==> config.mk <==
export PLATFORM = sky130hd
export DESIGN_NAME = wdt_top
export DESIGN_NICKNAME = d
export VERILOG_FILES = /design/src/wdt_pkg.sv /design/src/wdt_tick_if.sv /design/src/wdt_prescaler.sv /design/src/wdt_top.sv
export VERILOG_INCLUDE_DIRS = /design/src
export SDC_FILE = /design/constraint.sdc
export NUM_CORES = 1
export LEC_CHECK = 0
export ABC_AREA = 0
export BUFFER_PORTS_ARGS = -buffer_cell sky130_fd_sc_hd__buf_2
export CORE_UTILIZATION = 50
export CTS_CLUSTER_SIZE = 30
export DETAILED_ROUTE_END_ITERATION = 10
export PLACE_DENSITY = 0.77
export SLEW_MARGIN = 40
export SYNTH_ARGS = -nofsm -noshare
export SYNTH_HDL_FRONTEND = slang
export SYNTH_HIERARCHICAL = 1
export SYNTH_SLANG_ARGS = --single-unit
==> constraint.sdc <==
create_clock -name sys_clk_i -period 2.73 [get_ports sys_clk_i]
set_input_delay 0.4095 -clock sys_clk_i [delete_from_list [all_inputs] [get_ports sys_clk_i]]
set_output_delay 0.4095 -clock sys_clk_i [all_outputs]
set_load 0.02 [all_outputs]
==> src/wdt_params.svh <==
// Register map, field positions, reset values and counts of the watchdog reset timer
// Behaviour
// RULE_01 - 8-bit up-counter; wrap raises reset, sets flag
// RULE_02 - Counter starts at zero after reset
// RULE_03 - Counter writes only while counter_write_enable set
// RULE_04 - counter_write_enable changes only with bit7 zero
// RULE_05 - register_write_enable changes only with bit5 zero
// RULE_06 - Run and flag writable only with register_write_enable
// RULE_07 - run_bit changes only with bit3 zero
// RULE_08 - Flag changes only with bit1 zero
// RULE_09 - Count while run_bit set, else hold
// RULE_10 - run_bit cleared by pin reset or write
// RULE_11 - Flag set on overflow; cleared by reset/write
// RULE_12 - Clock mode upper four bits read one
// RULE_13 - Preset value gives 1 to 256 periods
// RULE_14 - Nine counter clocks, oscillator always works
// RULE_15 - Software uses whole-byte writes to control
// RULE_16 - Select 1xxx picks divider, 0xxx oscillator
// RULE_17 - Internal reset held 256 oscillator cycles
// RULE_18 - Counting resumes from the written value
// RULE_19 - Inhibited bit leaves other qualified bits applied
`ifndef WDT_PARAMS_SVH
`define WDT_PARAMS_SVH

// Byte addresses on the register bus
`define WDT_ADR_CTRL 8'h00
`define WDT_ADR_CNT 8'h04
`define WDT_ADR_MODE 8'h08
`define WDT_ADR_ISTAT 8'h0c
`define WDT_ADR_IMASK 8'h10

// Control/status field positions
`define WDT_B_CWE_INH 7
`define WDT_B_CWE 6
`define WDT_B_RWE_INH 5
`define WDT_B_RWE 4
`define WDT_B_RUN_INH 3
`define WDT_B_RUN 2
`define WDT_B_OVF_INH 1
`define WDT_B_OVF 0

// Reset values
`define WDT_CNT_RST 8'h00
`define WDT_MODE_RST 4'hf
`define WDT_MODE_RSVD 4'hf

// Timing counts
`define WDT_CNT_MAX 8'hff
`define WDT_HOLD_LAST 8'hff
`define WDT_DIV_BASE_LOG2 6

`endif

==> src/wdt_pkg.sv <==
// Types shared by the watchdog reset timer modules
package wdt_pkg;
  typedef logic [7:0] wdt_byte_type;
  typedef logic [3:0] wdt_clk_sel_type;
  // Interrupt status layout
  typedef enum logic [1:0] {
    WDT_EV_OVERFLOW = 2'h1,
    WDT_EV_HOLD_END = 2'h2
  } wdt_event_type;
endpackage

==> src/wdt_tick_if.sv <==
// Counter clock selection link between the core and its prescaler
`timescale 1ns/1ps
interface wdt_tick_if;
  wdt_pkg::wdt_clk_sel_type clk_sel;
  logic osc_tick;
  logic cnt_tick;
  modport pre (input clk_sel, input osc_tick, output cnt_tick);
  modport core (output clk_sel, output osc_tick, input cnt_tick);
endinterface

==> src/wdt_prescaler.sv <==
// Prescaler producing the watchdog counter tick from the system clock or oscillator
`timescale 1ns/1ps
module wdt_prescaler #(
  parameter int DIV_W = 13
) (
  input wire logic sys_clk_i,
  input wire logic srst_i,
  wdt_tick_if.pre tk
);
  import wdt_pkg::*;
  `include "wdt_params.svh"

  logic [DIV_W-1:0] div_cnt;

  // Mask of the low divider bits that must all be one for the chosen ratio
  function automatic logic [DIV_W-1:0] tap_mask(input logic [2:0] code);
    logic [DIV_W:0] one_hot;
    one_hot = '0;
    one_hot[`WDT_DIV_BASE_LOG2 + code] = 1'b1;
    return one_hot[DIV_W-1:0] - 1'b1;
  endfunction

  // Free-running divider; a select change may give one short period
  always_ff @(posedge sys_clk_i) begin
    if (srst_i) begin
      div_cnt <= '0;
    end else begin
      div_cnt <= div_cnt + 1'b1;
    end
  end

  // One tick per selected period, or per oscillator pulse
  always_ff @(posedge sys_clk_i) begin
    if (srst_i) begin
      tk.cnt_tick <= 1'b0;
    end else if (tk.clk_sel[3]) begin // RULE_16
      tk.cnt_tick <= ((div_cnt & tap_mask(tk.clk_sel[2:0])) == tap_mask(tk.clk_sel[2:0])); // RULE_14
    end else begin
      tk.cnt_tick <= tk.osc_tick; // RULE_14
    end
  end
endmodule

==> src/wdt_top.sv <==
// Watchdog reset timer with Wishbone register access and interrupt
`timescale 1ns/1ps
module wdt_top (
  input wire logic sys_clk_i,
  input wire logic srst_i,
  input wire logic osc_tick_i,
  input wire logic wb_cyc_i,
  input wire logic wb_stb_i,
  input wire logic wb_we_i,
  input wire logic [7:0] wb_adr_i,
  input wire logic [3:0] wb_sel_i,
  input wire logic [31:0] wb_dat_i,
  output logic [31:0] wb_dat_o,
  output logic wb_ack_o,
  output logic irq_o,
  output logic chip_rst_o
);
  import wdt_pkg::*;
  `include "wdt_params.svh"

  // ************************************************************
  // Declarations
  // ************************************************************
  wdt_tick_if tk ();

  wdt_byte_type counter;
  logic counter_write_enable;
  logic register_write_enable;
  logic run_bit;
  logic overflow_reset_flag;
  wdt_clk_sel_type clock_mode;
  logic [1:0] int_status;
  logic [1:0] int_mask;
  wdt_byte_type hold_cnt;
  logic [1:0] next_int_status;

  logic bus_req;
  logic wr_take;
  logic rd_take;
  logic lane0;
  wdt_byte_type wr_byte;
  logic ctrl_wr;
  logic cnt_wr;
  logic cnt_step;
  logic ovf_evt;
  logic hold_end;

  // Read value of the control/status register, inhibit bits read one
  function automatic wdt_byte_type ctrl_view(input logic cwe, input logic rwe,
                                             input logic run, input logic ovf);
    wdt_byte_type v;
    v = 8'haa;
    v[`WDT_B_CWE] = cwe;
    v[`WDT_B_RWE] = rwe;
    v[`WDT_B_RUN] = run;
    v[`WDT_B_OVF] = ovf;
    return v;
  endfunction

  // ************************************************************
  // Prescaler
  // ************************************************************
  assign tk.clk_sel = clock_mode;
  assign tk.osc_tick = osc_tick_i;

  wdt_prescaler #(
    .DIV_W(13)
  ) u_pre (
    .sys_clk_i(sys_clk_i),
    .srst_i(srst_i),
    .tk(tk)
  );

  // ************************************************************
  // Bus slave
  // ************************************************************
  // A write lands on the edge at which the master sees ack
  assign bus_req = wb_cyc_i & wb_stb_i;
  assign wr_take = bus_req & wb_we_i & wb_ack_o;
  assign rd_take = bus_req & ~wb_we_i & wb_ack_o;
  assign lane0 = wb_sel_i[0];
  assign wr_byte = wb_dat_i[7:0];
  assign ctrl_wr = wr_take & lane0 & (wb_adr_i == `WDT_ADR_CTRL);
  assign cnt_wr = wr_take & lane0 & (wb_adr_i == `WDT_ADR_CNT) & counter_write_enable; // RULE_03

  // Ack one cycle after the request, dropped the cycle after
  always_ff @(posedge sys_clk_i) begin
    if (srst_i) begin
      wb_ack_o <= 1'b0;
    end else begin
      wb_ack_o <= bus_req & ~wb_ack_o;
    end
  end

  // Read data captured with ack; unmapped addresses read zero
  always_ff @(posedge sys_clk_i) begin
    if (srst_i) begin
      wb_dat_o <= '0;
    end else if (bus_req & ~wb_ack_o & ~wb_we_i) begin
      if (wb_adr_i == `WDT_ADR_CTRL) begin
        wb_dat_o <= {24'h0, ctrl_view(counter_write_enable, register_write_enable,
                                      run_bit, overflow_reset_flag)}; // RULE_04 RULE_05 RULE_07 RULE_08
      end else if (wb_adr_i == `WDT_ADR_CNT) begin
        wb_dat_o <= {24'h0, counter};
      end else if (wb_adr_i == `WDT_ADR_MODE) begin
        wb_dat_o <= {24'h0, `WDT_MODE_RSVD, clock_mode}; // RULE_12
      end else if (wb_adr_i == `WDT_ADR_ISTAT) begin
        wb_dat_o <= {30'h0, int_status};
      end else if (wb_adr_i == `WDT_ADR_IMASK) begin
        wb_dat_o <= {30'h0, int_mask};
      end else begin
        wb_dat_o <= '0;
      end
    end else begin
      wb_dat_o <= '0;
    end
  end

  // ************************************************************
  // Control/status register
  // ************************************************************
  // Each guarded bit checks only its own inhibit, so one refused bit
  // does not stop the others in the same write
  always_ff @(posedge sys_clk_i) begin
    if (srst_i) begin
      counter_write_enable <= 1'b0;
    end else if (ctrl_wr & ~wr_byte[`WDT_B_CWE_INH]) begin // RULE_04 RULE_19
      counter_write_enable <= wr_byte[`WDT_B_CWE];
    end
  end

  always_ff @(posedge sys_clk_i) begin
    if (srst_i) begin
      register_write_enable <= 1'b0;
    end else if (ctrl_wr & ~wr_byte[`WDT_B_RWE_INH]) begin // RULE_05 RULE_19
      register_write_enable <= wr_byte[`WDT_B_RWE];
    end
  end

  // Old write-enable value qualifies the run bit, as a byte store sees it
  always_ff @(posedge sys_clk_i) begin
    if (srst_i) begin
      run_bit <= 1'b0; // RULE_10
    end else if (ctrl_wr & ~wr_byte[`WDT_B_RUN_INH] & register_write_enable) begin // RULE_06 RULE_07
      run_bit <= wr_byte[`WDT_B_RUN]; // RULE_10
    end
  end

  // Overflow set wins over a clearing write in the same cycle
  always_ff @(posedge sys_clk_i) begin
    if (srst_i) begin
      overflow_reset_flag <= 1'b0; // RULE_11
    end else if (ovf_evt) begin
      overflow_reset_flag <= 1'b1; // RULE_01 RULE_11
    end else if (ctrl_wr & ~wr_byte[`WDT_B_OVF_INH] & register_write_enable) begin // RULE_06 RULE_08
      overflow_reset_flag <= wr_byte[`WDT_B_OVF]; // RULE_11
    end
  end

  // Clock mode; a divider change can cut one period short
  always_ff @(posedge sys_clk_i) begin
    if (srst_i) begin
      clock_mode <= `WDT_MODE_RST;
    end else if (wr_take & lane0 & (wb_adr_i == `WDT_ADR_MODE)) begin
      clock_mode <= wr_byte[3:0]; // RULE_16
    end
  end

  // ************************************************************
  // Watchdog counter
  // ************************************************************
  assign cnt_step = tk.cnt_tick & run_bit; // RULE_09
  assign ovf_evt = cnt_step & ~cnt_wr & (counter == `WDT_CNT_MAX); // RULE_01

  // A software write beats a count in the same cycle
  always_ff @(posedge sys_clk_i) begin
    if (srst_i) begin
      counter <= `WDT_CNT_RST; // RULE_02
    end else if (cnt_wr) begin
      counter <= wr_byte; // RULE_13 RULE_18
    end else if (cnt_step) begin
      counter <= counter + 1'b1; // RULE_01 RULE_09
    end
  end

  // ************************************************************
  // Internal reset stretcher
  // ************************************************************
  assign hold_end = chip_rst_o & tk.osc_tick & (hold_cnt == `WDT_HOLD_LAST);

  // Held for 256 oscillator pulses; a new overflow restarts the count
  always_ff @(posedge sys_clk_i) begin
    if (srst_i) begin
      chip_rst_o <= 1'b0;
      hold_cnt <= 8'h00;
    end else if (ovf_evt) begin
      chip_rst_o <= 1'b1; // RULE_01 RULE_17
      hold_cnt <= 8'h00;
    end else if (hold_end) begin
      chip_rst_o <= 1'b0; // RULE_17
    end else if (chip_rst_o & tk.osc_tick) begin
      hold_cnt <= hold_cnt + 1'b1; // RULE_17
    end
  end

  // ************************************************************
  // Interrupts
  // ************************************************************
  // Read clears, but an event in that same cycle survives
  always_comb begin
    next_int_status = int_status;
    if (rd_take & (wb_adr_i == `WDT_ADR_ISTAT)) begin
      next_int_status = 2'h0;
    end
    if (ovf_evt) begin
      next_int_status = next_int_status | WDT_EV_OVERFLOW;
    end
    if (hold_end) begin
      next_int_status = next_int_status | WDT_EV_HOLD_END;
    end
  end

  always_ff @(posedge sys_clk_i) begin
    if (srst_i) begin
      int_status <= 2'h0;
    end else begin
      int_status <= next_int_status;
    end
  end

  always_ff @(posedge sys_clk_i) begin
    if (srst_i) begin
      int_mask <= 2'h0;
    end else if (wr_take & lane0 & (wb_adr_i == `WDT_ADR_IMASK)) begin
      int_mask <= wr_byte[1:0];
    end
  end

  // Registered from the next status, so the line changes with status and follows the mask by one cycle
  always_ff @(posedge sys_clk_i) begin
    if (srst_i) begin
      irq_o <= 1'b0;
    end else begin
      irq_o <= |(next_int_status & int_mask);
    end
  end
endmodule
==> results_dict.tcl <==
set metrics [dict create \
    status "completed" \
    synth_cell_types 51 \
    synth-edff-count 0 \
    finClkSkew_ns 0.01221 \
    drive_gt1_share_pct 16.30 \
    wl_um 5422 \
    crit_path_end_kind "flop" \
    final_common_cell "nor2_1" \
    crit_type "flop to flop" \
    rsz0062_at_grt "no" \
    grt_max_degree 23 \
    start_util_pct 52.41 \
    pin_count 85 \
    yosys_warnings 6 \
    maxSlewHeadroom_pct 54.00 \
    syn_area_per_cell_um2 8.493 \
    grt_antenna_before_repair 0 \
    multi_input_area_um2 1603 \
    rows 27 \
    drc 0 \
    htreeDepth 2 \
    io_buffers 33 \
    worst_ep_arrival_time_ns 2.26 \
    path_clk_slew_ns 0.10 \
    cts_buffer_depth 2 \
    area_growth_pct 4.839 \
    postCtsSetupBuffers 0 \
    leakage_uw 0.001211 \
    ys_seq_area_share_pct 36.32 \
    fin_tns_setup_ns 0 \
    power.density_nw_per_um2 432.7 \
    crit_chain "inv_1 -> ha_1 -> xnor2_1 -> o311ai_0 -> or3_1 -> o31ai_2" \
    seqCellArea_um2 1061 \
    netlist_area_um2 2922 \
    grt_overflow 0 \
    required_ns 2.95 \
    grt_pass1_vias 2198 \
    antenna_cells 0 \
    vias_per_cell 5.323 \
    worst_pin_slew_ns 0.6900 \
    finalCritPeriodShare_pct 74.95 \
    dominantRegCellSynth "dfxtp_1" \
    cpMaxStageDelayCell "dfxtp_1" \
    cts_made_buffers 5 \
    drtPass1Iterations 4 \
    core_um2 5574 \
    die_h_um 78.44 \
    gp_congestion 0.7960 \
    grt_pass1_wl_um 9342 \
    ys_seq_elements 53 \
    hold_buffers 0 \
    antenna_left 0 \
    dieArea_um2 6153 \
    post-dp-hpwl_um 4048 \
    clock-sinks 53 \
    cts_root_buf "clkbuf_8" \
    insertion_delay_ns 0.31 \
    netlist_instances 344 \
    hp-class "input pin to flop" \
    synthArstFlopShare_pct 0 \
    ir_drop_v 0.0003372 \
    fill_cells 524 \
    layout.nets 422 \
    slew_violations 0 \
    crit_fanout 12 \
    p_total_uw 1325 \
    cap_violations 0 \
    layout_common_cells "54 x nor2_1, 53 x dfxtp_1, 33 x buf_2, 24 x conb_1, 21 x nand2_1" \
    finalHoldViolations 0 \
    cpPeakStageDelay_ns 0.58 \
    tritoncts "yes" \
    drt_iter0_drc 116 \
    period_needed_ns 2.046 \
    dieWidth_um 78.44 \
    ctsResizeCount 0 \
    track_usage_pct 19.01 \
    setup_violations 0 \
    holdWs_ns 0.3595 \
    vias 2342 \
    worst_setup_path_start_kind "flop" \
    fmax_mhz 488.7 \
    drt-wirelength-per-cell_um 12.32 \
]
where the power goes:
group | internal, uW | switching (uW) | leakage [uW]
Sequential | 777 | 3.74 | 0.000428
Combinational | 26.7 | 78.4 | 0.000746
Clock | 181 | 258 | 0.0000374
metal layers:
layer	vias up	global-route usage (%)	share of wire, %
li1	1185	-	-
met1	1086	21.94	45
met2	66	34.47	49
met3	5	4.884	4.9
met4	0	5.185	0.89
met5	-	0	0
critical path: cells and delay by family, from the launching register on:
family / cells / cell delay (ns)
fa+ha+maj: 1 / 0.42
flops: 1 / 0.58
xor+xnor: 1 / 0.18
simple gates: 1 / 0.33
buf+inv: 1 / 0.12
compound gates: 2 / 0.33
cells in the mapped netlist, types with 2 or more instances:
master | instances | area (um^2)
nor3_1 | 7 | 35.03
buf_2 | 3 | 15.01
a31oi_1 | 2 | 12.51
nand2_1 | 21 | 78.83
and2_1 | 4 | 25.02
o211ai_1 | 2 | 15.01
nand3b_1 | 2 | 15.01
clkbuf_1 | 8 | 30.03
dfxtp_1 | 53 | 1061
nor2_1 | 54 | 202.7
nor2b_1 | 3 | 18.77
nand2b_1 | 5 | 31.28
nor4_1 | 2 | 12.51
xor2_1 | 15 | 131.4
mux2i_1 | 10 | 100.1
or4b_2 | 2 | 20.02
o22ai_1 | 4 | 25.02
ha_1 | 5 | 62.56
and4_1 | 4 | 35.03
o21ai_0 | 9 | 45.04
a21oi_1 | 16 | 80.08
or4_1 | 3 | 22.52
xnor2_1 | 8 | 70.07
buf_4 | 24 | 180.2
a211o_1 | 4 | 35.03
a211oi_2 | 8 | 100.1
inv_1 | 13 | 48.80
and3_1 | 3 | 18.77
or3_1 | 2 | 12.51
nand3_1 | 13 | 65.06
nor3_2 | 2 | 20.02
buf_6 | 4 | 45.04
nand4_1 | 11 | 68.82
flip-flops by register name, summed over array words and instances, names as in the netlist:
signal / flops
chip_rst_o: 1
clock_mode: 4
counter: 8
counter_write_enable: 1
hold_cnt: 8
int_mask: 2
int_status: 2
irq_o: 1
overflow_reset_flag: 1
register_write_enable: 1
run_bit: 1
u_pre/div_cnt: 13
u_pre/tk.cnt_tick: 1
wb_ack_o: 1
wb_dat_o: 8
metrics by stage:
step	std cells	instance area [um^2]	worst slack, ns	util [%]
2_1_floorplan	367	3008	0.7586	-
3_3_place_gp	432	2975	0.4280	53.38
3_5_place_dp	432	2975	0.3828	53.38
4_1_cts	440	3063	0.6620	54.95
5_1_grt	440	3063	0.5200	54.95
6_report	440	3063	0.6839	54.95
layout make-up:
type,count,area share (%)
Clock inverter,2,0.4902
Inverter,13,1.593
Clock buffer,6,2.369
Tap cell,72,2.941
Multi-Input combinational cell,260,52.33
Timing Repair Buffer,34,5.637
Sequential cell,53,34.64
worst paths after layout:
path	start	cells past startpoint	end	slack, ns
worst min register to register	u_pre/div_cnt[0]	1	u_pre/div_cnt[0]	0.45
worst max register to register	clock_mode[1]	6	u_pre/tk.cnt_tick	0.68
worst min-delay path	wb_dat_i[6]	3	counter_write_enable	0.36
worst max-delay path	clock_mode[1]	6	u_pre/tk.cnt_tick	0.68
cell families (layout without fill, tap and decap cells):
logic type / count (synthesis) / in the layout / synth area share [%]
multiplexers: 11 / 11 / 3.812
AO/OA/AOI/OAI: 52 / 52 / 12.89
XOR/XNOR: 23 / 23 / 6.895
other: 1 / 24 / 0.1284
AND/OR/NAND/NOR: 145 / 145 / 26.04
flip-flops: 53 / 53 / 36.32
adder cells (fa/ha/maj): 5 / 5 / 2.141
buffers and inverters: 54 / 55 / 11.78
No activity file was read; power rests on OpenSTA's default activity.
